--- src/design/cef_pkg.sv ---
// shared constants and carriers of the cec event flag block
package cef_pkg;

  localparam logic [4:0]  EVENT_FLAGS_OFS = 5'h10;
  localparam logic [4:0]  INT_ENABLE_OFS  = 5'h14;
  localparam logic [4:0]  RX_DATA_OFS     = 5'h0c;
  localparam logic [12:0] FLAGS_RESET     = 13'h0000;
  localparam logic [12:0] ENABLE_RESET    = 13'h0000;
  localparam logic [7:0]  RX_DATA_RESET   = 8'h00;
  localparam int          OWN_DELAY_LEN   = 4;

  localparam int BYTE_RECEIVED_POS   = 0;
  localparam int RX_DONE_POS         = 1;
  localparam int OVERRUN_POS         = 2;
  localparam int RISING_ERR_POS      = 3;
  localparam int SHORT_ERR_POS       = 4;
  localparam int LONG_ERR_POS        = 5;
  localparam int RX_ACK_ERR_POS      = 6;
  localparam int ARB_LOST_POS        = 7;
  localparam int BYTE_REQUEST_POS    = 8;
  localparam int TX_COMPLETE_POS     = 9;
  localparam int UNDERRUN_POS        = 10;
  localparam int LINE_ERR_POS        = 11;
  localparam int TX_ACK_ERR_POS      = 12;
  localparam int FLAG_COUNT          = 13;

  // status of the transmit bit engine, all on ref_clk
  typedef struct packed {
    logic initiatorActive;   // level: we own the current message
    logic sftActive;         // level: counting signal-free time
    logic arbPhase;          // level: initiator address bits going out
    logic bitSample;         // pulse: nominal sample point of a bit
    logic ownBit;            // bit value being sent
    logic ownPullLow;        // level: our driver pulls the line low
    logic ackWindow;         // level: follower may drive acknowledge
    logic ackSample;         // pulse: acknowledge bit sampled
    logic ackValue;          // sampled acknowledge level
    logic broadcast;         // level: destination is broadcast
    logic fourthBitSent;     // pulse: fourth bit of a frame sent
    logic byteSlotDue;       // pulse: next byte is needed now
    logic msgSent;           // pulse: last frame acknowledged
    logic txDataWrite;       // pulse: software loaded transmit data
  } cef_tx_status_type;

  // status of the receive bit engine, all on ref_clk
  typedef struct packed {
    logic       ackSample;      // pulse: acknowledge slot of a frame
    logic       ackValue;       // line level in acknowledge slot
    logic       broadcast;      // level: destination is broadcast
    logic       destOwn;        // level: destination matches own address
    logic       bitTooLong;     // pulse
    logic       bitTooShort;    // pulse
    logic       risingOutside;  // pulse
    logic       byteDone;       // pulse: a byte has been assembled
    logic       lastByte;       // level with byteDone: end of message
    logic [7:0] byteData;
  } cef_rx_status_type;

  typedef struct packed {
    logic listenModeOn;
    logic longPeriodErrbitGen;
    logic broadcastNoErrbit;
  } cef_options_type;

  // commands back to the bit engines, one-cycle pulses except retryPending, and abortTx and clearMessageBits while lineErr holds
  typedef struct packed {
    logic abortTx;
    logic clearMessageBits;
    logic stopRx;
    logic sendErrorBit;
    logic nackReply;
    logic switchToRx;
    logic retryPending;
  } cef_command_type;

endpackage : cef_pkg

--- src/design/cef_event_flags.sv ---
// event flag register and message side effects of the cec controller
`timescale 1ns/1ps

module cef_event_flags (
  input  wire  logic                       ref_clk,
  input  wire  logic                       rst,
  // avalon-mm slave
  input  wire  logic [4:0]                 avAddress,
  input  wire  logic                       avRead,
  input  wire  logic                       avWrite,
  input  wire  logic [31:0]                avWritedata,
  input  wire  logic [3:0]                 avByteenable,
  output logic       [31:0]                avReaddata,
  output logic                             avWaitrequest,
  // cec line, sensed only
  input  wire  logic                       cecLineIn,
  input  wire  cef_pkg::cef_tx_status_type txStatus,
  input  wire  cef_pkg::cef_rx_status_type rxStatus,
  input  wire  cef_pkg::cef_options_type   options,
  output cef_pkg::cef_command_type         command,
  output logic [7:0]                       rxData,
  output logic                             irq
);
  import cef_pkg::*;

  logic [FLAG_COUNT-1:0]    flags;
  logic [FLAG_COUNT-1:0]    enable;
  logic                     busAck;
  logic [2:0]               lineSync;
  logic                     lineLevel;
  logic [OWN_DELAY_LEN-1:0] ownDelay;
  logic                     txLoaded;
  logic                     retryPending;

  // line sampling: three stages, a change counts once stages two and three agree
  always_ff @(posedge ref_clk) begin
    if (rst) begin
      lineSync  <= 3'h7;
      lineLevel <= 1'b1;
    end else begin
      lineSync <= {lineSync[1:0], cecLineIn};
      if (lineSync[1] == lineSync[2]) begin
        lineLevel <= lineSync[2];
      end
    end
  end

  // own drive delayed to cover sync latency and slow line rise
  always_ff @(posedge ref_clk) begin
    if (rst) begin
      ownDelay <= '0;
    end else begin
      ownDelay <= {ownDelay[OWN_DELAY_LEN-2:0], txStatus.ownPullLow};
    end
  end

  wire ownPullingAny = txStatus.ownPullLow | (|ownDelay);
  wire lineForeignLow = ~lineLevel & ~ownPullingAny;

  // bus decode; one wait state, transfer completes when waitrequest is low
  wire busRequest  = avRead | avWrite;
  wire busDone     = busRequest & busAck;
  wire hitFlags    = avAddress == EVENT_FLAGS_OFS;
  wire hitEnable   = avAddress == INT_ENABLE_OFS;
  wire hitRxData   = avAddress == RX_DATA_OFS;
  wire [15:0] lowData = {avByteenable[1] ? avWritedata[15:8] : 8'h00,
                         avByteenable[0] ? avWritedata[7:0]  : 8'h00};
  wire [FLAG_COUNT-1:0] writeBits = lowData[FLAG_COUNT-1:0];
  wire flagWrite   = busDone & avWrite & hitFlags;
  wire enableWrite = busDone & avWrite & hitEnable;
  wire [FLAG_COUNT-1:0] clearMask = flagWrite ? writeBits : '0;

  function automatic logic [31:0] widen(input logic [FLAG_COUNT-1:0] v);
    widen = {{(32 - FLAG_COUNT){1'b0}}, v};
  endfunction : widen

  wire [31:0] readMux = hitFlags  ? widen(flags)  :
                        hitEnable ? widen(enable) :
                        hitRxData ? {24'h000000, rxData} : 32'h00000000;

  assign avWaitrequest = busRequest & ~busAck;

  always_ff @(posedge ref_clk) begin
    if (rst) begin
      busAck     <= 1'b0;
      avReaddata <= 32'h00000000;
    end else begin
      busAck <= busRequest & ~busAck;
      if (avRead & ~busAck) begin
        avReaddata <= readMux;
      end
    end
  end

  // acknowledge polarity: broadcast expects high, singlecast expects low
  function automatic logic ackWrong(input logic isBroadcast, input logic ackLevel);
    ackWrong = isBroadcast ? ~ackLevel : ackLevel;
  endfunction : ackWrong

  // falling line seen while signal-free time is counted
  logic lineLevelDly;
  wire  lineFallSeen = lineLevelDly & ~lineLevel;

  always_ff @(posedge ref_clk) begin
    if (rst) begin
      lineLevelDly <= 1'b1;
    end else begin
      lineLevelDly <= lineLevel;
    end
  end

  // transmit side events
  wire txAckWrong = ackWrong(txStatus.broadcast, txStatus.ackValue);
  wire txAckErr   = txStatus.initiatorActive & txStatus.ackSample & txAckWrong;
  // arbitration by address compare: we release, someone holds low
  wire arbAddrLoss = txStatus.initiatorActive & txStatus.arbPhase & txStatus.bitSample
                     & txStatus.ownBit & ~lineLevel;
  wire arbSftLoss  = txStatus.sftActive & lineFallSeen;
  wire arbLost     = arbAddrLoss | arbSftLoss;
  // foreign low outside address phase and follower acknowledge slot
  wire lineErr     = txStatus.initiatorActive & ~txStatus.arbPhase & ~txStatus.ackWindow
                     & lineForeignLow;
  // a load in the very cycle the slot comes due still counts
  wire txLoadNow   = txLoaded | txStatus.txDataWrite;
  wire underrun    = txStatus.initiatorActive & txStatus.byteSlotDue & ~txLoadNow;
  wire txComplete  = txStatus.initiatorActive & txStatus.msgSent & ~txAckErr;
  wire byteRequest = txStatus.initiatorActive & txStatus.fourthBitSent;
  wire txAbort     = txAckErr | lineErr | underrun;

  // transmit data slot: one load serves one slot, so a due slot always empties it
  always_ff @(posedge ref_clk) begin
    if (rst) begin
      txLoaded <= 1'b0;
    end else if (txStatus.byteSlotDue | txAbort) begin
      txLoaded <= 1'b0;
    end else if (txStatus.txDataWrite) begin
      txLoaded <= 1'b1;
    end
  end

  // receive side events
  wire rxAckWrong = ackWrong(rxStatus.broadcast, rxStatus.ackValue);
  wire rxAckErr   = rxStatus.ackSample & options.listenModeOn & ~rxStatus.destOwn
                    & rxAckWrong;
  wire longErr    = rxStatus.bitTooLong;
  wire longErrBit = longErr & (rxStatus.broadcast ? ~options.broadcastNoErrbit
                                                  : options.longPeriodErrbitGen);
  wire shortErr   = rxStatus.bitTooShort;
  wire risingErr  = rxStatus.risingOutside;
  // the flag value before this cycle's clear decides the overrun
  wire overrun    = rxStatus.byteDone & flags[BYTE_RECEIVED_POS];
  wire byteTaken  = rxStatus.byteDone & ~flags[BYTE_RECEIVED_POS];
  wire rxDone     = byteTaken & rxStatus.lastByte;

  // byte kept only when it is not an overrun, so data matches the flag
  always_ff @(posedge ref_clk) begin
    if (rst) begin
      rxData <= RX_DATA_RESET;
    end else if (byteTaken) begin
      rxData <= rxStatus.byteData;
    end
  end

  // flag set vector; a set in the same cycle as a clear wins
  logic [FLAG_COUNT-1:0] setBits;
  always_comb begin
    setBits                    = '0;
    setBits[BYTE_RECEIVED_POS] = byteTaken;
    setBits[RX_DONE_POS]       = rxDone;
    setBits[OVERRUN_POS]       = overrun;
    setBits[RISING_ERR_POS]    = risingErr;
    setBits[SHORT_ERR_POS]     = shortErr;
    setBits[LONG_ERR_POS]      = longErr;
    setBits[RX_ACK_ERR_POS]    = rxAckErr;
    setBits[ARB_LOST_POS]      = arbLost;
    setBits[BYTE_REQUEST_POS]  = byteRequest;
    setBits[TX_COMPLETE_POS]   = txComplete;
    setBits[UNDERRUN_POS]      = underrun;
    setBits[LINE_ERR_POS]      = lineErr;
    setBits[TX_ACK_ERR_POS]    = txAckErr;
  end

  wire [FLAG_COUNT-1:0] next_flags = (flags & ~clearMask) | setBits;
  wire [FLAG_COUNT-1:0] next_enable = enableWrite ? writeBits : enable;
  wire next_irq = |(next_flags & next_enable);

  always_ff @(posedge ref_clk) begin
    if (rst) begin
      flags  <= FLAGS_RESET;
      enable <= ENABLE_RESET;
      irq    <= 1'b0;
    end else begin
      flags  <= next_flags;
      enable <= next_enable;
      irq    <= next_irq;
    end
  end

  // lost arbitration: receive the winner's message, then retry
  always_ff @(posedge ref_clk) begin
    if (rst) begin
      retryPending <= 1'b0;
    end else if (arbLost) begin
      retryPending <= 1'b1;
    end else if (txComplete | txAbort) begin
      retryPending <= 1'b0;
    end
  end

  // commands to the bit engines; message bits are not cleared on arbitration loss
  always_ff @(posedge ref_clk) begin
    if (rst) begin
      command <= '0;
    end else begin
      command.abortTx          <= txAbort;
      command.clearMessageBits <= txAbort | txComplete;
      command.stopRx           <= rxAckErr | longErr | overrun;
      command.sendErrorBit     <= longErrBit;
      command.nackReply        <= overrun;
      command.switchToRx       <= arbLost;
      command.retryPending     <= retryPending | arbLost;
    end
  end

endmodule : cef_event_flags

--- config.mk ---
export PLATFORM = sky130hd
export DESIGN_NAME = cef_event_flags
export DESIGN_NICKNAME = d
export VERILOG_FILES = /design/src/design/cef_pkg.sv /design/src/design/cef_event_flags.sv
export SDC_FILE = /design/constraint.sdc
export NUM_CORES = 1
export LEC_CHECK = 0
export BUFFER_PORTS_ARGS = -buffer_cell sky130_fd_sc_hd__buf_4
export CAP_MARGIN = 30
export CORE_MARGIN = 2
export CORE_UTILIZATION = 45
export DETAILED_ROUTE_END_ITERATION = 10
export PLACE_DENSITY = 0.77
export SYNTH_ARGS = -nofsm -noshare
export SYNTH_HDL_FRONTEND = slang
export SYNTH_SLANG_ARGS = --single-unit
--- constraint.sdc ---
create_clock -name ref_clk -period 2.7 [get_ports ref_clk]
set_input_delay 0.675 -clock ref_clk [delete_from_list [all_inputs] [get_ports ref_clk]]
set_output_delay 0.675 -clock ref_clk [all_outputs]
set_load 0.05 [all_outputs]
# After elaboration in Yosys (flattened, before gate mapping)
# Index checks and enable logic that the tools add are counted.
[classes] eq_ne=4 n_mux=12 bitwise=57 n_reduce_logical=4
[ops] cell="13-bit two-way mux" count=4
[ops] cell="1-bit AND" count=30
[ops] cell="13-bit AND" count=2
[ops] cell="8-bit two-way mux" count=2
[ops] cell="13-bit NOT" count=1
[ops] cell="13-bit bitwise OR" count=1
[ops] cell="13-bit OR reduction" count=1
[ops] cell="1-bit NOT" count=12
[ops] cell="1-bit bitwise OR" count=11
[ops] cell="5-bit equality test (second input constant)" count=2
[ops] cell="5-bit by 4-bit equality test with 1-bit output (second input constant)" count=1
[ops] cell="1-bit two-way mux" count=5
[ops] cell="5-bit two-way mux" count=1
[ops] cell="4-bit OR reduction" count=1
[ops] cell="2-bit nonzero test" count=1
[ops] cell="2-bit OR reduction" count=1
[ops] cell="1-bit equality test" count=1
[totals] register_bits=86 out_inout_bits=49 word_cells=96

# Logic depth before layout (Yosys ltp)
# Gate-level depths: netlist (run 1).
[depth] ltp_word=10 mapped_depth=7 depth_no_buf=6

# Worst setup path before layout (run 1)
# OpenSTA, ideal clock, no wires.
[synth_timing] path_kind="input port to flip-flop" from="input port avAddress[1]" to="register irq" arrival_time_ns=2.216 required_time_ns=2.562 setup_slack_ns=0.346 stages=7 n_path_buf=1 path_cell_list="or3_4 > or2_1 > buf_6 > a221oi_4 > a2bb2o_4 > nor4b_2 > a41oi_1"
[synth_via] elab_chain_len=8 word_cells_on_any_way=11
[synth_rtl] element="start: declaration" line_no="cef_event_flags.sv:8" text="input wire logic [4:0] avAddress,"
[synth_rtl] element="5-bit equality test" line_no="cef_event_flags.sv:63" text="wire hitFlags = avAddress == EVENT_FLAGS_OFS;"
[synth_rtl] element="1-bit AND" line_no="cef_event_flags.sv:69" text="wire flagWrite = busDone & avWrite & hitFlags;"
[synth_rtl] element="13-bit two-way mux" line_no="cef_event_flags.sv:71" text="wire [FLAG_COUNT-1:0] clearMask = flagWrite ? writeBits : '0;"
[synth_rtl] element="13-bit NOT" line_no="cef_event_flags.sv:183" text="wire [FLAG_COUNT-1:0] next_flags = (flags & ~clearMask) | setBits;"
[synth_rtl] element="13-bit AND" line_no="cef_event_flags.sv:183"
[synth_rtl] element="13-bit bitwise OR" line_no="cef_event_flags.sv:183"
[synth_rtl] element="13-bit AND (*)" line_no="cef_event_flags.sv:185" text="wire next_irq = |(next_flags & next_enable);"
[synth_rtl] element="13-bit OR reduction (*)" line_no="cef_event_flags.sv:185"
[synth_rtl] element="end signal: assignment" line_no="cef_event_flags.sv:195" text="irq <= next_irq;"
[synth_rtl] element="end: declaration" line_no="cef_event_flags.sv:22" text="output logic irq"
# Mark *: on every way between the ends. The rest lies on a longest branch, timed or not.
# A chain may end at the register's enable or synchronous reset.

# Worst setup path after layout (run 1)
# Ends and elaborated chain as after synthesis.

==> results.toml, run 1 <==
[route]
dr_total_vias = 2648
ant_nets = 0
drt_iter0_drc = 164
drc = 0
routed_wl_um = 7070
first_pass_iters = 4
wl_per_cell_um = 14.1
routed_via_density = 5.29

[clocking]
cts_setup_buffers = 0
cts_made_buffers = 9
insertion_delay_ns = 0.35
cts_tree = "built"
cts.repair.resized = 0
cts_max_level = 3
path_clk_slew_ns = 0.07
max-clock-path-buffers = 2
hold_buffers = 0
cts.sinks = 67
cts_root_buffer = "clkbuf_8"

[sta]
finalHoldViolations = 0
setup_viol_count_final = 0
final.setup.tns_ns = 0
relSlewSlack_pct = 56.7
clock_skew_ns = 0.00961
tightest_slew_ns = 0.650
min_period_ns = 2.29
whs_ns = 0.408
fmax_mhz = 437
fin_crit_sh_pct = 84.7
drv_slew = 0
rsz0062_at_grt = "no"

[global_routing]
grt_max_degree = 68
grt_use_met2_pct = 35.3
met3_usage_pct = 6.53
top_usage_layer = "met2"
first_global_vias = 2507
grt_pass1_wl_um = 11600
use_met1_pct = 24.9
grt_overflow = 0
antenna_found_initial = 0
track_usage_pct = 20.9

[critical_path]
worstPathCellList = "buf_4 > or3_4 > or2_1 > buf_4 > o22ai_1 > o22ai_1 > nor4b_2 > a41oi_1"
crit_fanout = 5
ff2ff_setup_slack_ns = 0.60
max_stage_delay_ns = 0.39
path_class = "in -> reg"
cp_top_family = "simple AND/OR/NAND/NOR gates"
worstRegToRegCells = 7
cp-start-kind = "primary input"
crit_slowest_cell = "or3_4"
worstReg2RegEnd = "irq$_SDFF_PP0_"
reg2reg_from = "busAck$_SDFF_PP0_"
arrival_ns = 2.48
cp-end-kind = "flop"
cp.buffers_inverters = 2
critPathRequiredTime_ns = 2.89

[floorplan]
die_w_um = 83.7
core_area_um2 = 6240
rows = 29
initial_core_util_pct = 45.8
dieArea_um2 = 7010
die_h_um = 83.7
io_pins = 129

[finish]
seqCellArea_um2 = 1340
fill_cells = 578
finish.net_count = 499
multiInputGateArea_um2 = 1370
fin_util_pct = 59.9
antenna_cells = 0
drive_gt1_share_pct = 27.6
area_growth_pct = 30.7

[run]
drv_cap = 0

[hold_path]
worstHoldPathCells = 1
hp-class = "reg -> reg"
holdCritStartpoint = "lineSync[0]$_SDFF_PP1_"
holdPathEnd = "lineSync[1]$_SDFF_PP1_"

[synthesis]
synthCells = 330
synth-async-reset-ratio_pct = 0
ys_seq_area_share_pct = 46.9
syn_area_per_cell_um2 = 8.66
synthFlopType = "dfxtp_1"
yosys.area.top_type = "dfxtp_1"
synth_edf_count = 0
synth_top_cell_area_share_pct = 46.9
ys_seq_elements = 67
synth.area.top_cells = "dfxtp_1, nor2_1, nand2_1, buf_4, a21oi_1"
ys.warnings.count = 0
yosysUniqueCellTypes = 52
syn-cell-area_um2 = 2860

[status]
outcome = "completed"

[power]
ir_drop_v = 0.000425
p_leak_nw = 1.55
p_per_area_nw_per_um2 = 627

[place]
gp_congestion = 0.822
post-dp-hpwl_um = 5250
io_buffers = 88
-- placed cells by master (no fill, tap or decap), drive strengths merged, types with 10 or more instances in the layout --
| cell | count |
|---|---|
| nor2b | 10 |
| conb | 19 |
| clkbuf | 11 |
| nor2 | 49 |
| a22oi | 15 |
| a21oi | 24 |
| dfxtp | 67 |
| buf | 96 |
| nand3 | 10 |
| nand2 | 39 |
-- worst reg2reg max path: cells and delay by family (launching register included) --
family / cells / cell delay [ns]
AO/OA/AOI/OAI: 3 / 0.54
buffers and inverters: 1 / 0.20
flip-flops: 1 / 0.39
AND/OR/NAND/NOR: 3 / 0.84
-- how the worst max path moves through the flow --
stage                       startpoint              to  slack [ns]  depth (start not counted)
after floorplan           avAddress[1]  irq$_SDFF_PP0_        0.35                          7
after global placement    avAddress[1]  irq$_SDFF_PP0_        0.10                          7
after detailed placement  avAddress[1]  irq$_SDFF_PP0_        0.08                          7
after CTS                 avAddress[1]  irq$_SDFF_PP0_        0.40                          8
after global routing      avAddress[1]  irq$_SDFF_PP0_        0.32                          7
final                     avAddress[1]  irq$_SDFF_PP0_        0.41                          8
-- Yosys cell counts, types with 2 or more instances --
| library cell | instances |
|---|---|
| o22a_1 | 2 |
| a211oi_1 | 7 |
| a311oi_1 | 8 |
| a31oi_1 | 4 |
| o22ai_1 | 3 |
| mux2i_1 | 3 |
| nand2_1 | 39 |
| nor2_1 | 49 |
| and3_1 | 4 |
| buf_1 | 2 |
| nand3_1 | 10 |
| a22oi_1 | 15 |
| a21boi_0 | 3 |
| o21ai_0 | 4 |
| dfxtp_1 | 67 |
| nand2b_1 | 3 |
| nor3_1 | 3 |
| nor2b_1 | 10 |
| or2_1 | 3 |
| buf_4 | 19 |
| clkbuf_1 | 13 |
| or2_2 | 2 |
| and2_1 | 3 |
| a21oi_1 | 24 |
| nor3b_1 | 3 |
-- kinds of logic (layout without fill, tap and decap cells) --
family / Yosys count / after routing / synth area share, %
buffers and inverters: 37 / 113 / 7.66
and+or+nand+nor: 139 / 139 / 23.5
other: 1 / 19 / 0.131
xor gates and xnor gates: 2 / 2 / 0.613
muxes: 3 / 3 / 1.05
AOI/OAI and AO/OA: 81 / 81 / 20.2
DFF: 67 / 67 / 46.9
-- cell type report --
type                       instances  area share, %
sequential                        67           35.9
timing repair buffer              96           19.3
clock inverter                     5           2.08
clock buffer                      11           3.52
multi-input combinational        244           36.6
tap                               77           2.58
inverter                           1          0.100
-- routing by layer --
layer / routed length [um] / vias to the layer above
met5: 0 / -
met4: 107 / 0
met3: 500 / 11
met2: 3540 / 93
met1: 2930 / 1238
li1: - / 1306
-- metrics by stage --
step | std cells | setup WS (ns) | power, mW | instance area, um^2
finish | 501 | 0.413 | 2.35 | 3740
global route | 501 | 0.318 | 2.44 | 3740
CTS | 501 | 0.401 | 2.35 | 3740
detailed placement | 485 | 0.0829 | 1.47 | 3530
global placement | 485 | 0.101 | 1.47 | 3530
floorplan | 348 | 0.346 | 1.35 | 2930
-- registers in the layout, summed over array words and instances (netlist names), 3 cells and up --
name	flops
avReaddata	13
command	7
enable	13
flags	13
lineSync	3
ownDelay	4
rxData	8
-- report_power, final --
group	switching, mW	internal [mW]
clock	0.377	0.517
combinational	0.257	0.137
sequential	0.0261	1.03
total	0.659	1.69
No activity file was read; power rests on OpenSTA's default activity.
==> run 2, diff against run 1 <==
--- a/config.mk
+++ b/config.mk
@@ -8,9 +8,9 @@
 export BUFFER_PORTS_ARGS = -buffer_cell sky130_fd_sc_hd__buf_4
 export CAP_MARGIN = 30
 export CORE_MARGIN = 2
-export CORE_UTILIZATION = 45
+export CORE_UTILIZATION = 42
 export DETAILED_ROUTE_END_ITERATION = 10
-export PLACE_DENSITY = 0.77
+export PLACE_DENSITY = 0.76
 export SYNTH_ARGS = -nofsm -noshare
 export SYNTH_HDL_FRONTEND = slang
 export SYNTH_SLANG_ARGS = --single-unit
==> constraint.sdc (replaced) <==
create_clock -name ref_clk -period 1.8 [get_ports ref_clk]
set_input_delay 0.45 -clock ref_clk [delete_from_list [all_inputs] [get_ports ref_clk]]
set_output_delay 0.45 -clock ref_clk [all_outputs]
set_load 0.05 [all_outputs]
==> run 2 against run 1 <==
Effect of this change: the flow now finishes with violations (negative setup slack); global-route usage grew 0.94 points; non-clock buffer count rose by 33; wire length grew 14%; flip-flop and latch count unchanged; first-iteration DRC count down 36%; clock-buffer cell count did not move; sequential power grew 50%; combinational power rose by 67%; via count is 6.2% higher.
==> results.toml, run 2 (synthesis results as in run 1) <==
[critical_path]
max_stage_delay_ns = 0.38
cp_top_family = "simple AND/OR/NAND/NOR gates"
arrival_ns = 2.09
crit_slowest_cell = "or3_4"
worstPathCellList = "buf_6 > or3_4 > or2_4 > buf_4 > o22ai_4 > o22ai_2 > nor4b_4 > a41oi_2"
critPathRequiredTime_ns = 1.99
path_class = "in -> reg"
cp.buffers_inverters = 2
cp-start-kind = "primary input"
cp-end-kind = "flop"
crit_fanout = 4

[finish]
mostFrequentLayoutCell = "buf_4"
finish.net_count = 532
final_cell_mix = "buf_4, dfxtp_1, nor2_1"
area_growth_pct = 43.3
reg.largest.list = "avReaddata (13), enable (13), flags (13)"
drive_gt1_share_pct = 36.5
antenna_cells = 0
stdcell_count = 537

[sta]
whs_ns = 0.292
min_period_ns = 1.90
tightest_slew_ns = 0.676
worst_slack_ns = -0.102
drv_slew = 0
rsz0062_at_grt = "yes"
clock_skew_ns = 0.00433
fmax_mhz = 526
setup_viol_count_final = 1
finalHoldViolations = 0
fin_crit_sh_pct = 106
relSlewSlack_pct = 54.9

[clocking]
cts_max_level = 3
cts.sinks = 67
hold_buffers = 0
cts_root_buffer = "clkbuf_8"
path_clk_slew_ns = 0.07
cts_tree = "built"
max-clock-path-buffers = 2
cts_made_buffers = 9
insertion_delay_ns = 0.34

[floorplan]
rows = 30
io_pins = 129
die_h_um = 86.5
core_area_um2 = 6680
die_w_um = 86.5
initial_core_util_pct = 42.8
dieArea_um2 = 7480

[route]
wl_per_cell_um = 15.0
ant_nets = 0
first_pass_iters = 4
drc = 0
drt_iter0_drc = 105
routed_via_density = 5.24
routed_wl_um = 8080
dr_total_vias = 2812

[place]
io_buffers = 88
gp_congestion = 0.871
post-dp-hpwl_um = 5750
placedCellCount = 518

[run]
drv_cap = 0

[hold_path]
hp-class = "in -> reg"

[global_routing]
grt_pass1_wl_um = 12800
grt_overflow = 0
track_usage_pct = 21.9
first_global_vias = 2788
grt_max_degree = 68
antenna_found_initial = 0

[power]
ir_drop_v = 0.000418
power_mw = 3.33
p_leak_nw = 1.73
p_per_area_nw_per_um2 = 813

[status]
violations = "negative setup slack"
outcome = "complete, but fails checks"
-- run 2: cell count changes in the layout (fill, tap and decap cells not counted), moves of 2 or more --
cell / delta
buf_4: +29
buf_6: +4
mux2i_1: -3
a31oi_1: -2
a31oi_2: +2
bufinv_16: -2
clkinv_2: +2
mux2i_4: +2
nor2_1: -2
nor2_4: +2
o21ai_0: -2
o21ai_1: +2
o22ai_1: -2
-- run 2: stage by stage --
| step | instance area [um^2] | TNS (ns) | setup WS (ns) | utilization [%] |
|---|---|---|---|---|
| 6_report | 4100 | -0.102 | -0.102 | 61.3 |
| 5_1_grt | 4100 | -0.139 | -0.139 | 61.3 |
| 4_1_cts | 4070 | -0.0427 | -0.0427 | 60.8 |
| 3_5_place_dp | 3760 | -2.91 | -0.526 | 56.2 |
| 3_3_place_gp | 3760 | -2.16 | -0.449 | 56.2 |
| 2_1_floorplan | 2930 | -0.323 | -0.323 | - |
-- run 2: worst paths after layout --
check,startpoint,to,slack (ns),cells past startpoint
worst max-delay path,avAddress[1],irq$_SDFF_PP0_,-0.10,8
worst min-delay path,cecLineIn,lineSync[0]$_SDFF_PP1_,0.29,2
worst max register to register,busAck$_SDFF_PP0_,irq$_SDFF_PP0_,-0.06,7
worst min register to register,lineSync[0]$_SDFF_PP1_,lineSync[1]$_SDFF_PP1_,0.42,1
-- run 2: area by class of cell --
| cell class | instances | area (um^2) |
|---|---|---|
| repair buffers | 129 | 983 |
| multi-input cells | 244 | 1500 |
| clock buffers | 11 | 141 |
| well taps | 80 | 100 |
| clock inverters | 5 | 28.8 |
| inverters | 1 | 3.75 |
| flip-flops and latches | 67 | 1340 |
| fillers | 572 | 2580 |
-- run 2: layer usage --
metal  GRT usage, %  wire length, um
met3           4.57              532
met1           26.3             3260
met4           10.2              206
met5              0                0
met2           37.3             4090
-- run 2: report_power, final --
part	leakage, nW	switching [mW]	internal (mW)
clock	0.0928	0.554	0.530
sequential	0.549	0.0426	1.55
combinational	1.09	0.416	0.243
total	1.73	1.01	2.32
-- run 2: what timing repair did --
item,CTS,global route
pin swaps,8,1
buffers inserted,3,0
hold endpoints to repair,0,0
endpoints found under the setup margin,1,1
gates resized for setup,25,5
==> run 3, diff against run 2 <==
--- a/config.mk
+++ b/config.mk
@@ -7,10 +7,12 @@
 export LEC_CHECK = 0
 export BUFFER_PORTS_ARGS = -buffer_cell sky130_fd_sc_hd__buf_4
 export CAP_MARGIN = 30
+export CELL_PAD_IN_SITES_DETAIL_PLACEMENT = 0
+export CELL_PAD_IN_SITES_GLOBAL_PLACEMENT = 2
 export CORE_MARGIN = 2
-export CORE_UTILIZATION = 42
+export CORE_UTILIZATION = 23
 export DETAILED_ROUTE_END_ITERATION = 10
-export PLACE_DENSITY = 0.76
+export PLACE_DENSITY_LB_ADDON = 0.1
 export SYNTH_ARGS = -nofsm -noshare
 export SYNTH_HDL_FRONTEND = slang
 export SYNTH_SLANG_ARGS = --single-unit
==> run 3 against run 2 <==
Effect of this change: utilization down 25 points; combinational power up 3%; total power rose by 17%; the flow still finishes with violations (negative setup slack); clock skew barely moved; clock-buffer cell count up 4; flip-flop and latch count unchanged; sequential power about the same; maximum frequency rose by 0.90%; clock power is 50% higher; die area up 78%; largest power group is now clock; wire length increased by 13%; register-to-register slack better by 0.03 ns.
==> results.toml, run 3 (synthesis results as in run 1) <==
[floorplan]
die_h_um = 115
die_w_um = 115
dieArea_um2 = 13300
initial_core_util_pct = 23.7
core_area_um2 = 12100
rows = 40
io_pins = 129

[clocking]
cts_tree = "built"
cts_made_buffers = 9
cts_max_level = 3
cts_root_buffer = "clkbuf_16"
path_clk_slew_ns = 0.05
cts.sinks = 67
max-clock-path-buffers = 2
hold_buffers = 0
insertion_delay_ns = 0.32

[place]
io_buffers = 88
gp_congestion = 0.838
dp_worst_setup_slack_ns = -0.545
post-dp-hpwl_um = 7000
placedCellCount = 615

[finish]
mostFrequentLayoutCell = "buf_4"
finish.net_count = 540
drive_gt1_share_pct = 36.3
antenna_cells = 0
final_cell_mix = "buf_4, dfxtp_1, nor2_1"
reg.largest.list = "avReaddata (13), enable (13), flags (13)"
area_growth_pct = 51.9
fill_cells = 1283
stdcell_count = 633

[sta]
setup_viol_count_final = 1
fin_crit_sh_pct = 105
whs_ns = 0.302
min_period_ns = 1.89
final.setup.tns_ns = -0.0854
drv_slew = 0
worst_slack_ns = -0.0854
rsz0062_at_grt = "yes"
finalHoldViolations = 0
fmax_mhz = 530
clock_skew_ns = 0.00424

[route]
drc = 0
routed_via_density = 4.29
dr_total_vias = 2716
ant_nets = 0
first_pass_iters = 4
routed_wl_um = 9100
drt_iter0_drc = 115
wl_per_cell_um = 14.4

[critical_path]
arrival_ns = 2.08
crit_fanout = 3
critPathRequiredTime_ns = 2.00
cp-start-kind = "primary input"
path_class = "in -> reg"
cp-end-kind = "flop"

[run]
drv_cap = 0

[global_routing]
grt_max_degree = 38
grt_pass1_wl_um = 14400
track_usage_pct = 14.4
grt_overflow = 0
antenna_found_initial = 0
first_global_vias = 2728

[status]
outcome = "complete, but fails checks"
violations = "negative setup slack"

[power]
p_leak_nw = 1.81
ir_drop_v = 0.000344
p_per_area_nw_per_um2 = 896

[hold_path]
hp-class = "in -> reg"
==> run 3: metal layers <==
metal  routed length [um]  part of all wire [%]  track usage [%]
met1                 4360                    48             19.5
met2                 4180                    46             22.5
met3                  410                   4.5             3.09
met4                  146                   1.6             5.54
met5                    0                     0                0
==> run 3: per-stage QoR <==
stage / area [um^2] / utilization (%) / power, mW
6_report: 4340 / 36.0 / 3.89
4_1_cts: 4330 / 35.9 / 3.93
2_1_floorplan: 2930 / - / 2.03
3_5_place_dp: 3950 / 32.7 / 2.28
5_1_grt: 4340 / 36.0 / 4.06
3_3_place_gp: 3950 / 32.7 / 2.28
==> run 3: repair_timing <==
item / 4_1_cts / 5_1_grt
gates resized for setup: 17 / 2
buffers inserted: 2 / 0
pin swaps: 2 / 2
endpoints found under the setup margin: 1 / 1
==> run 3: final timing paths <==
path,slack (ns),to,cells after the start,start
setup / recovery,-0.09,irq$_SDFF_PP0_,7,avAddress[1]
hold / removal,0.30,lineSync[0]$_SDFF_PP1_,2,cecLineIn
setup reg to reg,-0.03,irq$_SDFF_PP0_,8,busAck$_SDFF_PP0_
hold reg to reg,0.41,lineSync[1]$_SDFF_PP1_,1,lineSync[0]$_SDFF_PP1_
==> run 3: area by class of cell <==
class | count | area [um^2] | share of cell area [%]
Clock buffer | 15 | 268 | 6.17
Clock inverter | 1 | 7.51 | 0.173
Inverter | 1 | 3.75 | 0.0864
Multi-Input combinational cell | 244 | 1470 | 33.9
Sequential cell | 67 | 1340 | 30.9
Tap cell | 168 | 210 | 4.84
Timing Repair Buffer | 137 | 1040 | 24.0
==> run 3: worst max-delay path: stages <==
cell	delay [ns]
buf_4	0.12
or3_4	0.39
or2_4	0.29
a221oi_4	0.25
a2bb2o_4	0.25
nor4b_4	0.20
a41oi_1	0.12
==> run 3: report_power, final <==
| group | internal, mW | total (mW) | switching [mW] |
|---|---|---|---|
| combinational | 0.258 | 0.676 | 0.418 |
| clock | 1.01 | 1.62 | 0.611 |
| sequential | 1.55 | 1.59 | 0.0434 |
| total | 2.82 | 3.89 | 1.07 |
